$ cat src/core/fewp_pkg.sv
// constants for the erase, write-enable and sector protection command block
`default_nettype none
package fewp_pkg;
   // -------------------------------------------------------------------
   // opcodes
   // -------------------------------------------------------------------
   localparam logic [7:0] OP_WRITE_ENABLE  = 8'h06;
   localparam logic [7:0] OP_WRITE_DISABLE = 8'h04;
   localparam logic [7:0] OP_CHIP_ERASE_A  = 8'h60;
   localparam logic [7:0] OP_CHIP_ERASE_B  = 8'hC7;
   localparam logic [7:0] OP_PROTECT       = 8'h36;
   localparam logic [7:0] OP_UNPROTECT     = 8'h39;

   // -------------------------------------------------------------------
   // geometry and framing
   // -------------------------------------------------------------------
   localparam int         SECTORS          = 16;
   localparam int         SECTOR_LSB       = 16;
   localparam int         ADDR_W           = 24;
   localparam logic [2:0] ADDR_BYTES_DONE  = 3'h4;
   localparam logic [SECTORS-1:0] PROT_RESET = 16'hFFFF;

   // -------------------------------------------------------------------
   // timing
   // -------------------------------------------------------------------
   localparam longint CLK_HZ             = 10_000_000;
   localparam longint CHIP_ERASE_TIME_MS = 10;
   localparam int     ERASE_CYCLES       = int'((CHIP_ERASE_TIME_MS * CLK_HZ) / 1000);

   // -------------------------------------------------------------------
   // engine states
   // -------------------------------------------------------------------
   typedef enum logic [1:0] {
      ST_IDLE  = 2'b01,
      ST_ERASE = 2'b10
   } fewp_state_e;
endpackage : fewp_pkg
`default_nettype wire

$ cat src/core/fewp_cmd.sv
// serial command decoder for chip erase, write enable/disable and sector protection
`timescale 1ns/1ps
`default_nettype none

// Functional notes
// - opcodes 60h and C7h both mean chip erase; trailing bytes ignored
// - valid chip erase starts a self-timed whole-array erase at frame end
// - no erase if opcode incomplete or frame ends off a byte boundary
// - chip erase refused at frame end if any sector protected or locked down
// - rejected chip erase clears the write enable latch
// - busy shown during erase; latch cleared before the erase finishes
// - erase failure sets the erase/program error flag
// - erase, protect and unprotect not executed with the latch clear
// - opcode 06h sets the latch at frame end unless busy; trailing bytes ignored
// - opcode 04h clears the latch at frame end; trailing bytes ignored
// - incomplete or unaligned write-enable/disable leaves the latch unchanged
// - one protection bit per 64-Kbyte sector, all set after reset
// - protection bit one blocks erase of that sector, zero allows it
// - 36h plus three address bytes sets the sector bit, clears latch
// - 39h plus three address bytes clears the sector bit, clears latch
// - short address or unaligned end aborts, bit kept, latch cleared
// - with lock bit set protect/unprotect ignored, latch cleared
// - each byte shifted most significant bit first
module fewp_cmd #(
   parameter int P_ERASE_CYCLES = fewp_pkg::ERASE_CYCLES
) (
   input  wire logic                         i_clk,
   input  wire logic                         i_reset,
   input  wire logic                         i_cs_n,
   input  wire logic                         i_sck,
   input  wire logic                         i_si,
   input  wire logic                         i_protection_regs_lock,
   input  wire logic [fewp_pkg::SECTORS-1:0] i_sector_lockdown,
   input  wire logic                         i_erase_fail,
   output logic                              o_write_enable_latch,
   output logic                              o_busy,
   output logic                              o_erase_program_error_flag,
   output logic [fewp_pkg::SECTORS-1:0]      o_sector_protect,
   output logic                              o_erase_start
);

   // -------------------------------------------------------------------
   // helpers
   // -------------------------------------------------------------------
   function automatic logic is_chip_erase(input logic [7:0] op);
      is_chip_erase = (op == fewp_pkg::OP_CHIP_ERASE_A) ||
                      (op == fewp_pkg::OP_CHIP_ERASE_B);
   endfunction : is_chip_erase

   // -------------------------------------------------------------------
   // pin synchronisers
   // -------------------------------------------------------------------
   logic [1:0] cs_sync_q;
   logic [1:0] sck_sync_q;
   logic [1:0] si_sync_q;
   logic       cs_prev_q;
   logic       sck_prev_q;

   always_ff @(posedge i_clk) begin
      if (i_reset) begin
         cs_sync_q  <= 2'h3;
         sck_sync_q <= 2'h0;
         si_sync_q  <= 2'h0;
         cs_prev_q  <= 1'b1;
         sck_prev_q <= 1'b0;
      end else begin
         cs_sync_q  <= {cs_sync_q[0], i_cs_n};
         sck_sync_q <= {sck_sync_q[0], i_sck};
         si_sync_q  <= {si_sync_q[0], i_si};
         cs_prev_q  <= cs_sync_q[1];
         sck_prev_q <= sck_sync_q[1];
      end
   end

   logic cs_n_s;
   logic sck_rise;
   logic cs_rise;
   assign cs_n_s   = cs_sync_q[1];
   assign sck_rise = sck_sync_q[1] & ~sck_prev_q & ~cs_n_s;
   assign cs_rise  = cs_n_s & ~cs_prev_q;

   // -------------------------------------------------------------------
   // byte assembly
   // -------------------------------------------------------------------
   logic [6:0]                  shift_q;
   logic [2:0]                  bit_cnt_q;
   logic [2:0]                  byte_cnt_q;
   logic [7:0]                  opcode_q;
   logic [fewp_pkg::ADDR_W-1:0] addr_q;
   logic [7:0]                  byte_in;
   logic                        byte_done;

   assign byte_in   = {shift_q, si_sync_q[1]};
   assign byte_done = sck_rise && (bit_cnt_q == 3'h7);

   always_ff @(posedge i_clk) begin
      if (i_reset || cs_n_s) begin
         shift_q    <= 7'h00;
         bit_cnt_q  <= 3'h0;
         byte_cnt_q <= 3'h0;
      end else if (sck_rise) begin
         shift_q   <= byte_in[6:0];
         bit_cnt_q <= bit_cnt_q + 3'h1;
         if (byte_done && byte_cnt_q != fewp_pkg::ADDR_BYTES_DONE) begin
            byte_cnt_q <= byte_cnt_q + 3'h1;
         end
      end
   end

   always_ff @(posedge i_clk) begin
      if (i_reset) begin
         opcode_q <= 8'h00;
         addr_q   <= 24'h000000;
      end else if (cs_n_s && !cs_rise) begin
         opcode_q <= 8'h00;
      end else if (byte_done) begin
         if (byte_cnt_q == 3'h0) begin
            opcode_q <= byte_in;
         end else if (byte_cnt_q != fewp_pkg::ADDR_BYTES_DONE) begin
            addr_q <= {addr_q[15:0], byte_in};
         end
      end
   end

   // -------------------------------------------------------------------
   // frame-end decode
   // -------------------------------------------------------------------
   logic       aligned;
   logic       got_op;
   logic       got_addr;
   logic       any_blocked;
   logic [3:0] sector_idx;
   logic       ev_we;
   logic       ev_wd;
   logic       ev_ce;
   logic       ev_prot_cmd;
   logic       ev_erase_go;
   logic       ev_prot_ok;
   fewp_pkg::fewp_state_e state_q;

   assign aligned     = (bit_cnt_q == 3'h0);
   assign got_op      = (byte_cnt_q != 3'h0);
   assign got_addr    = (byte_cnt_q == fewp_pkg::ADDR_BYTES_DONE);
   assign any_blocked = |(o_sector_protect | i_sector_lockdown);
   assign sector_idx  = addr_q[fewp_pkg::SECTOR_LSB +: 4];
   assign ev_we       = cs_rise && got_op && opcode_q == fewp_pkg::OP_WRITE_ENABLE &&
                        state_q == fewp_pkg::ST_IDLE;
   assign ev_wd       = cs_rise && got_op && opcode_q == fewp_pkg::OP_WRITE_DISABLE &&
                        state_q == fewp_pkg::ST_IDLE;
   assign ev_ce       = cs_rise && got_op && is_chip_erase(opcode_q) &&
                        o_write_enable_latch && state_q == fewp_pkg::ST_IDLE;
   assign ev_prot_cmd = cs_rise && got_op && o_write_enable_latch &&
                        state_q == fewp_pkg::ST_IDLE &&
                        (opcode_q == fewp_pkg::OP_PROTECT ||
                         opcode_q == fewp_pkg::OP_UNPROTECT);
   assign ev_erase_go = ev_ce && aligned && !any_blocked;
   assign ev_prot_ok  = ev_prot_cmd && got_addr && aligned &&
                        !i_protection_regs_lock;

   // -------------------------------------------------------------------
   // write enable latch
   // -------------------------------------------------------------------
   always_ff @(posedge i_clk) begin
      if (i_reset) begin
         o_write_enable_latch <= 1'b0;
      end else if (ev_we && aligned) begin
         o_write_enable_latch <= 1'b1;
      end else if (ev_wd && aligned) begin
         o_write_enable_latch <= 1'b0;
      end else if (ev_ce || ev_prot_cmd) begin
         o_write_enable_latch <= 1'b0;
      end
   end

   // -------------------------------------------------------------------
   // sector protection bits
   // -------------------------------------------------------------------
   always_ff @(posedge i_clk) begin
      if (i_reset) begin
         o_sector_protect <= fewp_pkg::PROT_RESET;
      end else if (ev_prot_ok) begin
         o_sector_protect[sector_idx] <= (opcode_q == fewp_pkg::OP_PROTECT);
      end
   end

   // -------------------------------------------------------------------
   // erase engine
   // -------------------------------------------------------------------
   logic [31:0] erase_cnt_q;
   logic        fail_seen_q;
   logic        erase_end;

   assign erase_end = (state_q == fewp_pkg::ST_ERASE) &&
                      (erase_cnt_q == 32'(P_ERASE_CYCLES - 1));
   assign o_busy    = (state_q == fewp_pkg::ST_ERASE);

   always_ff @(posedge i_clk) begin
      if (i_reset) begin
         state_q <= fewp_pkg::ST_IDLE;
      end else begin
         case (state_q)
            fewp_pkg::ST_IDLE: begin
               if (ev_erase_go) begin
                  state_q <= fewp_pkg::ST_ERASE;
               end
            end
            fewp_pkg::ST_ERASE: begin
               if (erase_end) begin
                  state_q <= fewp_pkg::ST_IDLE;
               end
            end
            default: begin
               state_q <= fewp_pkg::ST_IDLE;
            end
         endcase
      end
   end

   always_ff @(posedge i_clk) begin
      if (i_reset || state_q != fewp_pkg::ST_ERASE) begin
         erase_cnt_q <= 32'h00000000;
      end else begin
         erase_cnt_q <= erase_cnt_q + 32'h00000001;
      end
   end

   always_ff @(posedge i_clk) begin
      if (i_reset || ev_erase_go) begin
         fail_seen_q <= 1'b0;
      end else if (o_busy && i_erase_fail) begin
         fail_seen_q <= 1'b1;
      end
   end

   always_ff @(posedge i_clk) begin
      if (i_reset) begin
         o_erase_program_error_flag <= 1'b0;
      end else if (erase_end) begin
         o_erase_program_error_flag <= fail_seen_q || i_erase_fail;
      end else if (ev_erase_go) begin
         o_erase_program_error_flag <= 1'b0;
      end
   end

   always_ff @(posedge i_clk) begin
      if (i_reset) begin
         o_erase_start <= 1'b0;
      end else begin
         o_erase_start <= ev_erase_go;
      end
   end

   // -------------------------------------------------------------------
   // checks
   // -------------------------------------------------------------------
   a_we_sets: assert property (@(posedge i_clk) disable iff (i_reset)
      ev_we && aligned |=> o_write_enable_latch)
      else $error("write enable did not set latch");
   a_wd_clears: assert property (@(posedge i_clk) disable iff (i_reset)
      ev_wd && aligned |=> !o_write_enable_latch)
      else $error("write disable did not clear latch");
   a_unaligned_wel: assert property (@(posedge i_clk) disable iff (i_reset)
      (ev_we || ev_wd) && !aligned |=> $stable(o_write_enable_latch))
      else $error("unaligned latch command changed latch");
   a_erase_runs: assert property (@(posedge i_clk) disable iff (i_reset)
      ev_erase_go |=> o_busy && o_erase_start && !o_write_enable_latch ##1 !o_erase_start)
      else $error("erase start sequence wrong");
   a_erase_refused: assert property (@(posedge i_clk) disable iff (i_reset)
      ev_ce && (any_blocked || !aligned) |=> !o_busy && !o_write_enable_latch)
      else $error("refused erase not handled");
   a_no_wel_exec: assert property (@(posedge i_clk) disable iff (i_reset)
      cs_rise && !o_write_enable_latch && !o_busy |=> $stable(o_sector_protect) && !o_busy)
      else $error("command executed without latch");
   a_prot_lock: assert property (@(posedge i_clk) disable iff (i_reset)
      ev_prot_cmd && i_protection_regs_lock |=>
         $stable(o_sector_protect) && !o_write_enable_latch)
      else $error("locked protection bits changed");
   a_prot_update: assert property (@(posedge i_clk) disable iff (i_reset)
      ev_prot_ok |=> o_sector_protect[$past(sector_idx)] == ($past(opcode_q) == 8'h36))
      else $error("protection bit not updated");
   a_prot_short: assert property (@(posedge i_clk) disable iff (i_reset)
      ev_prot_cmd && !(got_addr && aligned) |=>
         $stable(o_sector_protect) && !o_write_enable_latch)
      else $error("aborted protect changed state");
   a_error_flag: assert property (@(posedge i_clk) disable iff (i_reset)
      erase_end && fail_seen_q |=> o_erase_program_error_flag && !o_busy)
      else $error("erase error not flagged");

   c_erase: cover property (@(posedge i_clk) disable iff (i_reset) ev_erase_go ##1 o_busy);
   c_protect: cover property (@(posedge i_clk) disable iff (i_reset)
      ev_prot_ok && opcode_q == fewp_pkg::OP_PROTECT);
   c_unprotect: cover property (@(posedge i_clk) disable iff (i_reset)
      ev_prot_ok && opcode_q == fewp_pkg::OP_UNPROTECT);
   c_erase_end: cover property (@(posedge i_clk) disable iff (i_reset) erase_end);

endmodule : fewp_cmd
`default_nettype wire

$ cat config.mk
export PLATFORM = sky130hd
export DESIGN_NAME = fewp_cmd
export DESIGN_NICKNAME = d
export VERILOG_FILES = /design/src/core/fewp_pkg.sv /design/src/core/fewp_cmd.sv
export SDC_FILE = /design/constraint.sdc
export NUM_CORES = 1
export LEC_CHECK = 0
export BUFFER_PORTS_ARGS = -buffer_cell sky130_fd_sc_hd__buf_4
export CAP_MARGIN = 10
export CORE_ASPECT_RATIO = 1.1
export CORE_UTILIZATION = 52
export DETAILED_ROUTE_END_ITERATION = 10
export GPL_TIMING_DRIVEN = 0
export PLACE_DENSITY = 0.83
export SLEW_MARGIN = 20
export SYNTH_ARGS = -nofsm -noshare
export SYNTH_HDL_FRONTEND = slang
export SYNTH_SLANG_ARGS = --single-unit
$ cat constraint.sdc
create_clock -name i_clk -period 1.75 [get_ports i_clk]
set_input_delay 0.35 -clock i_clk [delete_from_list [all_inputs] [get_ports i_clk]]
set_output_delay 0.35 -clock i_clk [all_outputs]
set_load 0.01 [all_outputs]
==> results of run 1 <==
## sequential cells by signal (all words and copies together), names as in the netlist, 2 cells and up
| signal | cells |
|---|---|
| sck_sync_q | 2 |
| addr_q | 12 |
| state_q | 2 |
| erase_cnt_q | 32 |
| shift_q | 7 |
| si_sync_q | 2 |
| opcode_q | 8 |
| o_sector_protect | 16 |
| cs_sync_q | 2 |
| byte_cnt_q | 3 |
| bit_cnt_q | 3 |
## synth_stat cells, types with 2 or more instances
| master | count | area share (%) |
|---|---|---|
| o21ai_0 | 5 | 0.61 |
| and3_1 | 4 | 0.61 |
| nand4_1 | 12 | 1.8 |
| nor4_2 | 2 | 0.61 |
| xnor2_1 | 8 | 1.7 |
| nand3b_1 | 4 | 0.74 |
| buf_1 | 2 | 0.18 |
| xor2_1 | 20 | 4.3 |
| nor2_1 | 69 | 6.4 |
| a21oi_1 | 27 | 3.3 |
| nor4_1 | 18 | 2.8 |
| o221a_2 | 5 | 1.4 |
| dfxtp_1 | 95 | 47 |
| nand3_1 | 20 | 2.5 |
| or2_2 | 2 | 0.31 |
| inv_1 | 8 | 0.74 |
| mux2i_1 | 22 | 5.4 |
| nand2b_1 | 5 | 0.77 |
| nand4_2 | 3 | 0.92 |
| or3_1 | 4 | 0.61 |
| clkbuf_1 | 13 | 1.2 |
| ha_1 | 6 | 1.8 |
| and4_1 | 2 | 0.43 |
| nor3_4 | 2 | 0.80 |
| nand2_1 | 50 | 4.6 |
| nor3_1 | 8 | 0.98 |
| nor2b_1 | 11 | 1.7 |
| nor4bb_1 | 3 | 0.74 |
| buf_2 | 2 | 0.25 |
| nand3_2 | 3 | 0.74 |
## per-layer routing
metal | vias to the layer above | share of wire, % | global-route usage, %
met5 | - | 0 | 0
met4 | 0 | 2.3 | 9.03
met3 | 23 | 3.4 | 3.23
met2 | 79 | 50 | 35.8
met1 | 1638 | 44 | 26.5
li1 | 1720 | - | -
## power breakdown
group	switching (uW)	leakage, uW	internal (uW)
sequential	7.17	0.000773	2170
clock	744	0.0000997	701
combinational	53.1	0.000907	55.3
total	805	0.00178	2920
## cell type report
cell class | instances | area (um2)
Clock inverter | 5 | 56.3
Multi-Input combinational cell | 334 | 2320
Tap cell | 105 | 131
Sequential cell | 95 | 1920
Timing Repair Buffer | 54 | 405
Inverter | 9 | 33.8
Buffer | 16 | 65.1
Fill cell | 566 | 2440
Clock buffer | 11 | 141
## cell families (layout without fill, tap and decap cells)
group | count (synthesis) | in the layout | share of synthesized area [%]
adder cells (fa/ha/maj) | 6 | 6 | 1.84
multiplexers | 22 | 22 | 5.41
AND/OR/NAND/NOR | 234 | 234 | 30.8
buffers and inverters | 26 | 95 | 2.46
XOR/XNOR | 28 | 28 | 6.03
AO/OA/AOI/OAI | 44 | 44 | 6.70
flip-flops | 95 | 95 | 46.7
## timing repair
item,in CTS,in global routing
hold buffers,0,0
gates resized for setup,34,26
setup buffers,10,3
pin swaps,14,8
endpoints found under the hold margin,0,0
setup endpoints to repair,38,41
## worst max-delay path: cells and delay by family, from the launching register on
| kind | cells | cell delay (ps) |
|---|---|---|
| simple gates | 4 | 750 |
| fa+ha+maj | 1 | 160 |
| flops | 1 | 330 |
| buf+inv | 2 | 280 |
| mux | 1 | 200 |
## stage by stage
step                      setup WS (ps)  util (%)
after floorplan                    36.0         -
after global placement             -223      60.1
after detailed placement           -299      60.1
after CTS                         -36.5      66.0
after global routing               -148      67.5
final                             -46.1      67.5
## path summary, 6_finish.rpt
path | cells past startpoint | from | endpoint | slack (ps)
setup / recovery | 8 | byte_cnt_q[1] | o_sector_protect[8] | -50
hold / removal | 2 | i_cs_n | cs_sync_q[0] | 180
setup reg to reg | 8 | byte_cnt_q[1] | o_sector_protect[8] | -50
hold reg to reg | 1 | cs_sync_q[0] | cs_sync_q[1] | 420
==> results.cfg, run 1 <==
[grt]
grt_pass1_vias = 3085
grt_max_degree = 16
track_usage_pct = 21.0
grt_first_pass_wirelength_um = 13600
grt_antenna_before_repair = 0
globalRouteOverflowTotal = 0

[worst_setup_path]
endpoint_kind = register
path_class = reg2reg
slowest_stage = dfxtp_1
required_ps = 2040
crit_arrival_ps = 2080
crit_chain = inv_1 -> ha_4 -> nand3b_1 -> nor4_4 -> buf_4 -> nand3_4 -> nor4_4 -> mux2i_1
cp_max_fo = 8
start_kind = register
cpMostUsedCell = nor4_4
max_stage_delay_ps = 330

[placement]
dp_cells = 601
place_congestion = 0.845
place_area_um2 = 4510
portBuffers = 41
place_hpwl_um = 5850

[route]
vias_per_cell = 5.50
post_drt_wl_per_cell_um = 13.9
vias = 3460
drt_iter0_drc = 122
drc = 0
firstDrtPassIters = 7
route.antenna.remaining_nets = 0
drt-total-wl_um = 8770

[clocking]
path_clk_slew_ps = 90
insertion_delay_ps = 360
tritoncts = built
cts_root_buf = clkbuf_8
cts_made_buffers = 9
cts_buffer_depth = 2
cts_sinks = 95
htree_levels = 3

[sta]
tightest_slew_ps = 886
clock_skew_ps = 11.9
holdWs_ps = 181
fin_crit_ps = 1800
hold_violations = 0
period_share_pct = 103
drv_slew = 0
finalSetupViolCount = 13
rsz0062_at_grt = yes
finalSetupTns_ps = -258
max_freq_mhz = 557
max_slew_margin_pct = 41.0
setup_slack_ps = -46.1

[die]
num_rows = 33
initial_utilization_pct = 54.1
core_um2 = 7510
die_h_um = 94.8
die_area_um2 = 8180
die_w_um = 86.3
io_pins = 43

[outcome]
status = finished, violations left
violations = negative setup slack

[cells_and_area]
layout_commonest_cell = dfxtp_1
layout_common_cells = dfxtp_1, nor2_1, buf_4, nand2_1, a21oi_1
antenna_cells = 0
synthToLayoutAreaGrowth_pct = 24.6
fin_area_um2 = 5070
layout-drive-gt1-share_pct = 25.6
nNetsFinal = 548
final_cells = 629

[synth]
syn_area_um2 = 4070
syn-num-nets = 484
synthDistinctLibCells = 50
ys_async_sr_fraction_pct = 0
synth_edf_count = 0
synth_area_per_cell_um2 = 8.94
synth_ff_type = dfxtp_1
synth-seq-area-share_pct = 46.7
yosys_warnings = 0
synthCells = 455
ys_ff_latch = 95

[power_and_ir_drop]
power_uw = 3730
p_leak_uw = 0.00178
powerDensity_nw_per_um2 = 735
ir_drop_mv = 0.426

[flow_run]
cap_violations = 0

[hold_path]
hp-class = in2reg
Power figures use the tool's default switching activity.
==> run 2, diff against run 1 <==
--- a/config.mk
+++ b/config.mk
@@ -12,7 +12,7 @@
 export DETAILED_ROUTE_END_ITERATION = 10
 export GPL_TIMING_DRIVEN = 0
 export PLACE_DENSITY = 0.83
-export SLEW_MARGIN = 20
+export SKIP_LAST_GASP = 1
 export SYNTH_ARGS = -nofsm -noshare
 export SYNTH_HDL_FRONTEND = slang
 export SYNTH_SLANG_ARGS = --single-unit
==> run 2 against run 1 <==
The flow still finishes with violations (negative setup slack). Die area stayed put. Register-to-register slack hardly changed. Worst setup slack better by 4.6 ps. Clock skew hardly changed. Cell count stayed put. Count of clock-buffer cells in the layout stayed put. Fmax is 0.26% higher. Sequential power hardly changed. Non-clock buffer count stayed put. Highest routed layer unchanged. Power hardly changed.
==> results.cfg, run 2 (synthesized netlist as in run 1, its figures left out) <==
[worst_setup_path]
required_ps = 2030
path_class = reg2reg
cp_max_fo = 8
start_kind = register
endpoint_kind = register
crit_arrival_ps = 2080

[grt]
grt_antenna_before_repair = 0
grt_util_met3_pct = 3.15
grt_max_degree = 16
grt_pass1_vias = 3080
grt.met1_usage_pct = 26.5
grt_first_pass_wirelength_um = 13600
track_usage_pct = 21.0
use_met2_pct = 35.9
globalRouteOverflowTotal = 0
top_usage_layer = met2

[sta]
setup_slack_ps = -41.5
max_slew_margin_pct = 41.0
fin_crit_ps = 1790
max_freq_mhz = 558
hold_violations = 0
rsz0062_at_grt = yes
clock_skew_ps = 11.4
finalSetupViolCount = 12
tightest_slew_ps = 886
drv_slew = 0
period_share_pct = 102

[cells_and_area]
synthToLayoutAreaGrowth_pct = 24.5
layout_commonest_cell = dfxtp_1
multiInputGateArea_um2 = 2320
largest_register_ffs = 32
fillers = 567
layout_common_cells = dfxtp_1, nor2_1, buf_4, nand2_1, a21oi_1
nNetsFinal = 548
regMostFlops = erase_cnt_q
layout-drive-gt1-share_pct = 25.4
reg_top3 = erase_cnt_q: 32 flops, o_sector_protect: 16 flops, addr_q: 12 flops
layout.core_utilization_pct = 67.4
antenna_cells = 0
regArea_um2 = 1920

[clocking]
cts_buffer_depth = 2
insertion_delay_ps = 350
tritoncts = built
hold_buffers = 0
cts_made_buffers = 9
cts_sinks = 95
cts_root_buf = clkbuf_8
path_clk_slew_ps = 90
htree_levels = 3

[route]
route.antenna.remaining_nets = 0
firstDrtPassIters = 5
drt-total-wl_um = 8780
vias_per_cell = 5.46
vias = 3434
drc = 0
post_drt_wl_per_cell_um = 14.0
drt_iter0_drc = 122

[die]
die_w_um = 86.3
die_h_um = 94.8
initial_utilization_pct = 54.1
die_area_um2 = 8180
num_rows = 33
core_um2 = 7510
io_pins = 43

[placement]
dp_slack_ps = -299
place_hpwl_um = 5850
portBuffers = 41
place_congestion = 0.845

[power_and_ir_drop]
ir_drop_mv = 0.426
p_leak_uw = 0.00178
powerDensity_nw_per_um2 = 736

[outcome]
status = finished, violations left
violations = negative setup slack

[flow_run]
cap_violations = 0

[hold_path]
hp-class = in2reg
==> run 2: cell counts in the layout (fill, tap and decap cells not counted) <==
Identical to the previous run, type by type.
==> run 2: area by class of cell <==
cell class | instances | share of cell area, %
multi-input combinational | 334 | 45.7
tap | 105 | 2.59
inverter | 9 | 0.667
buffer | 16 | 1.28
sequential | 95 | 37.9
timing repair buffer | 54 | 8.00
clock inverter | 5 | 1.11
clock buffer | 11 | 2.79
==> run 2: final timing paths <==
kind                 start                  end  slack, ps  cells past startpoint
max          byte_cnt_q[1]  o_sector_protect[8]        -40                      8
min                 i_cs_n         cs_sync_q[0]        180                      2
max reg2reg  byte_cnt_q[1]  o_sector_protect[8]        -40                      8
min reg2reg   cs_sync_q[0]         cs_sync_q[1]        420                      1
==> run 2: metal layers <==
metal | vias up | share of wire (%)
met2 | 79 | 50
met5 | - | 0
met3 | 17 | 2.9
met4 | 0 | 1.9
li1 | 1717 | -
met1 | 1621 | 45
==> run 2: worst max-delay path: stages, from the launching register on <==
cell and delay (ps):
dfxtp_1 330, inv_1 100, ha_4 160, nand3b_1 120, nor4_4 260, buf_4 180
nand3_4 170, nor4_4 200, mux2i_1 200
==> run 2: power by group <==
group / total (uW) / switching (uW) / internal, uW
sequential: 2170 / 7.18 / 2170
clock: 1450 / 746 / 701
combinational: 108 / 52.9 / 55.3
==> run 2: through the flow <==
stage | total power (uW) | cells | cell area, um2 | TNS (ps) | hold WS [ps]
after floorplan | 2270 | 455 | 4080 | 0 | 389
after global placement | 2320 | 601 | 4510 | -2780 | 392
after detailed placement | 2330 | 601 | 4510 | -4910 | 408
after CTS | 3740 | 626 | 4950 | -70.8 | 173
after global routing | 3850 | 629 | 5070 | -2050 | 176
final | 3730 | 629 | 5070 | -199 | 182
==> run 2: what timing repair did <==
item / in CTS / in global routing
setup buffers: 10 / 3
gates resized for setup: 33 / 26
pin swaps: 14 / 8
setup endpoints to repair: 38 / 40
==> run 3, diff against run 2 <==
--- a/config.mk
+++ b/config.mk
@@ -11,6 +11,7 @@
 export CORE_UTILIZATION = 52
 export DETAILED_ROUTE_END_ITERATION = 10
 export GPL_TIMING_DRIVEN = 0
+export MAX_ROUTING_LAYER = met4
 export PLACE_DENSITY = 0.83
 export SKIP_LAST_GASP = 1
 export SYNTH_ARGS = -nofsm -noshare
==> run 3 against run 2 <==
The run still ends with negative setup slack left. Largest cell class unchanged. Largest power group unchanged. Core utilization is 0.12 points higher. Die area stayed put. Clock power hardly changed. Hold slack better by 0.93 ps. Non-clock buffer count stayed put.
==> results.cfg, run 3 (synthesized netlist as in run 1, its figures left out) <==
[outcome]
status = finished, violations left
violations = negative setup slack

[worst_setup_path]
start_kind = register
crit_arrival_ps = 2080
r2r_cells = 8
path_class = reg2reg
max_stage_delay_ps = 330
endpoint_kind = register
crit_chain = inv_1 -> ha_4 -> nand3b_1 -> nor4_4 -> buf_4 -> nand3_4 -> nor4_4 -> mux2i_1
cp_max_fo = 8
slowest_stage = dfxtp_1
required_ps = 2030
crit_family = simple AND/OR/NAND/NOR gates
cpMostUsedCell = nor4_4
cp.depth = 8
worst-path-buf-inv = 2

[route]
route.antenna.remaining_nets = 0
vias_per_cell = 5.50
drc = 0
firstDrtPassIters = 4
drt-total-wl_um = 8780
vias = 3458
post_drt_wl_per_cell_um = 14.0
drt_iter0_drc = 142

[clocking]
cts_root_buf = clkbuf_8
cts_buffer_depth = 2
htree_levels = 3
cts_sinks = 95
tritoncts = built
insertion_delay_ps = 350
path_clk_slew_ps = 90
cts_made_buffers = 9
hold_buffers = 0

[sta]
max_slew_margin_pct = 41.0
holdWs_ps = 183
tightest_slew_ps = 884
drv_slew = 0
finalSetupViolCount = 12
fin_crit_ps = 1790
setup_slack_ps = -42.9
period_share_pct = 102
rsz0062_at_grt = yes
hold_violations = 0
max_freq_mhz = 558
finalSetupTns_ps = -195
clock_skew_ps = 9.43

[cells_and_area]
largest_register_ffs = 32
layout_commonest_cell = dfxtp_1
fillers = 564
layout-drive-gt1-share_pct = 25.4
antenna_cells = 0
nNetsFinal = 548
layout_common_cells = dfxtp_1, nor2_1, buf_4, nand2_1, a21oi_1
regMostFlops = erase_cnt_q
synthToLayoutAreaGrowth_pct = 24.8
reg_top3 = erase_cnt_q: 32 flops, o_sector_protect: 16 flops, addr_q: 12 flops

[flow_run]
cap_violations = 0

[die]
core_um2 = 7510
initial_utilization_pct = 54.1
die_w_um = 86.3
die_h_um = 94.8
die_area_um2 = 8180
num_rows = 33
io_pins = 43

[power_and_ir_drop]
ir_drop_mv = 0.428
powerDensity_nw_per_um2 = 734
p_leak_uw = 0.00179

[hold_path]
hp-class = in2reg
min_path_cells = 2

[placement]
place_congestion = 0.859
place_hpwl_um = 5850
portBuffers = 41

[grt]
grt_first_pass_wirelength_um = 13600
grt_max_degree = 16
track_usage_pct = 21.6
globalRouteOverflowTotal = 0
grt_pass1_vias = 3082
grt_antenna_before_repair = 0
-- run 3: cell counts in the layout (fill, tap and decap cells not counted) --
No cell type changed its count.
-- run 3: report_power, final --
part | switching, uW | internal [uW]
combinational | 52.9 | 55.3
clock | 742 | 701
sequential | 7.26 | 2170
total | 802 | 2920
-- run 3: worst paths after layout --
check	start	to	slack, ps
max	byte_cnt_q[1]	o_sector_protect[8]	-40
max reg2reg	byte_cnt_q[1]	o_sector_protect[8]	-40
min	i_cs_n	cs_sync_q[0]	180
min reg2reg	cs_sync_q[0]	cs_sync_q[1]	420
-- run 3: per-stage QoR --
step | setup slack, ps | util, % | instance area [um2] | power (uW) | instances
6_report | -42.9 | 67.5 | 5080 | 3730 | 629
5_1_grt | -148 | 67.5 | 5080 | 3840 | 629
4_1_cts | -47.4 | 65.9 | 4950 | 3740 | 626
3_5_place_dp | -299 | 60.1 | 4510 | 2330 | 601
3_3_place_gp | -223 | 60.1 | 4510 | 2320 | 601
2_1_floorplan | 36.0 | - | 4080 | 2270 | 455
-- run 3: per-layer routing --
metal	vias to the layer above	track usage, %	part of all wire [%]
li1	1722	-	-
met1	1641	26.4	44
met2	76	36.0	50
met3	19	3.15	3.2
met4	0	8.75	2.2
met5	-	-	0
-- run 3: layout make-up --
cell class              instances  area, um2  share of cell area, %
well taps                     105        131                   2.59
repair buffers                 54        405                   7.99
inverters                       9       33.8                  0.666
multi-input cells             334       2320                   45.8
clock buffers                  11        141                   2.79
flip-flops and latches         95       1920                   37.8
plain buffers                  16       65.1                   1.28
clock inverters                 5       56.3                   1.11
-- run 3: timing repair --
| action | in CTS | in global routing |
|---|---|---|
| pin swaps | 14 | 8 |
| buffers inserted | 10 | 3 |
| cloned | 0 | 0 |
| resized for setup | 33 | 27 |
| setup endpoints to repair | 38 | 40 |
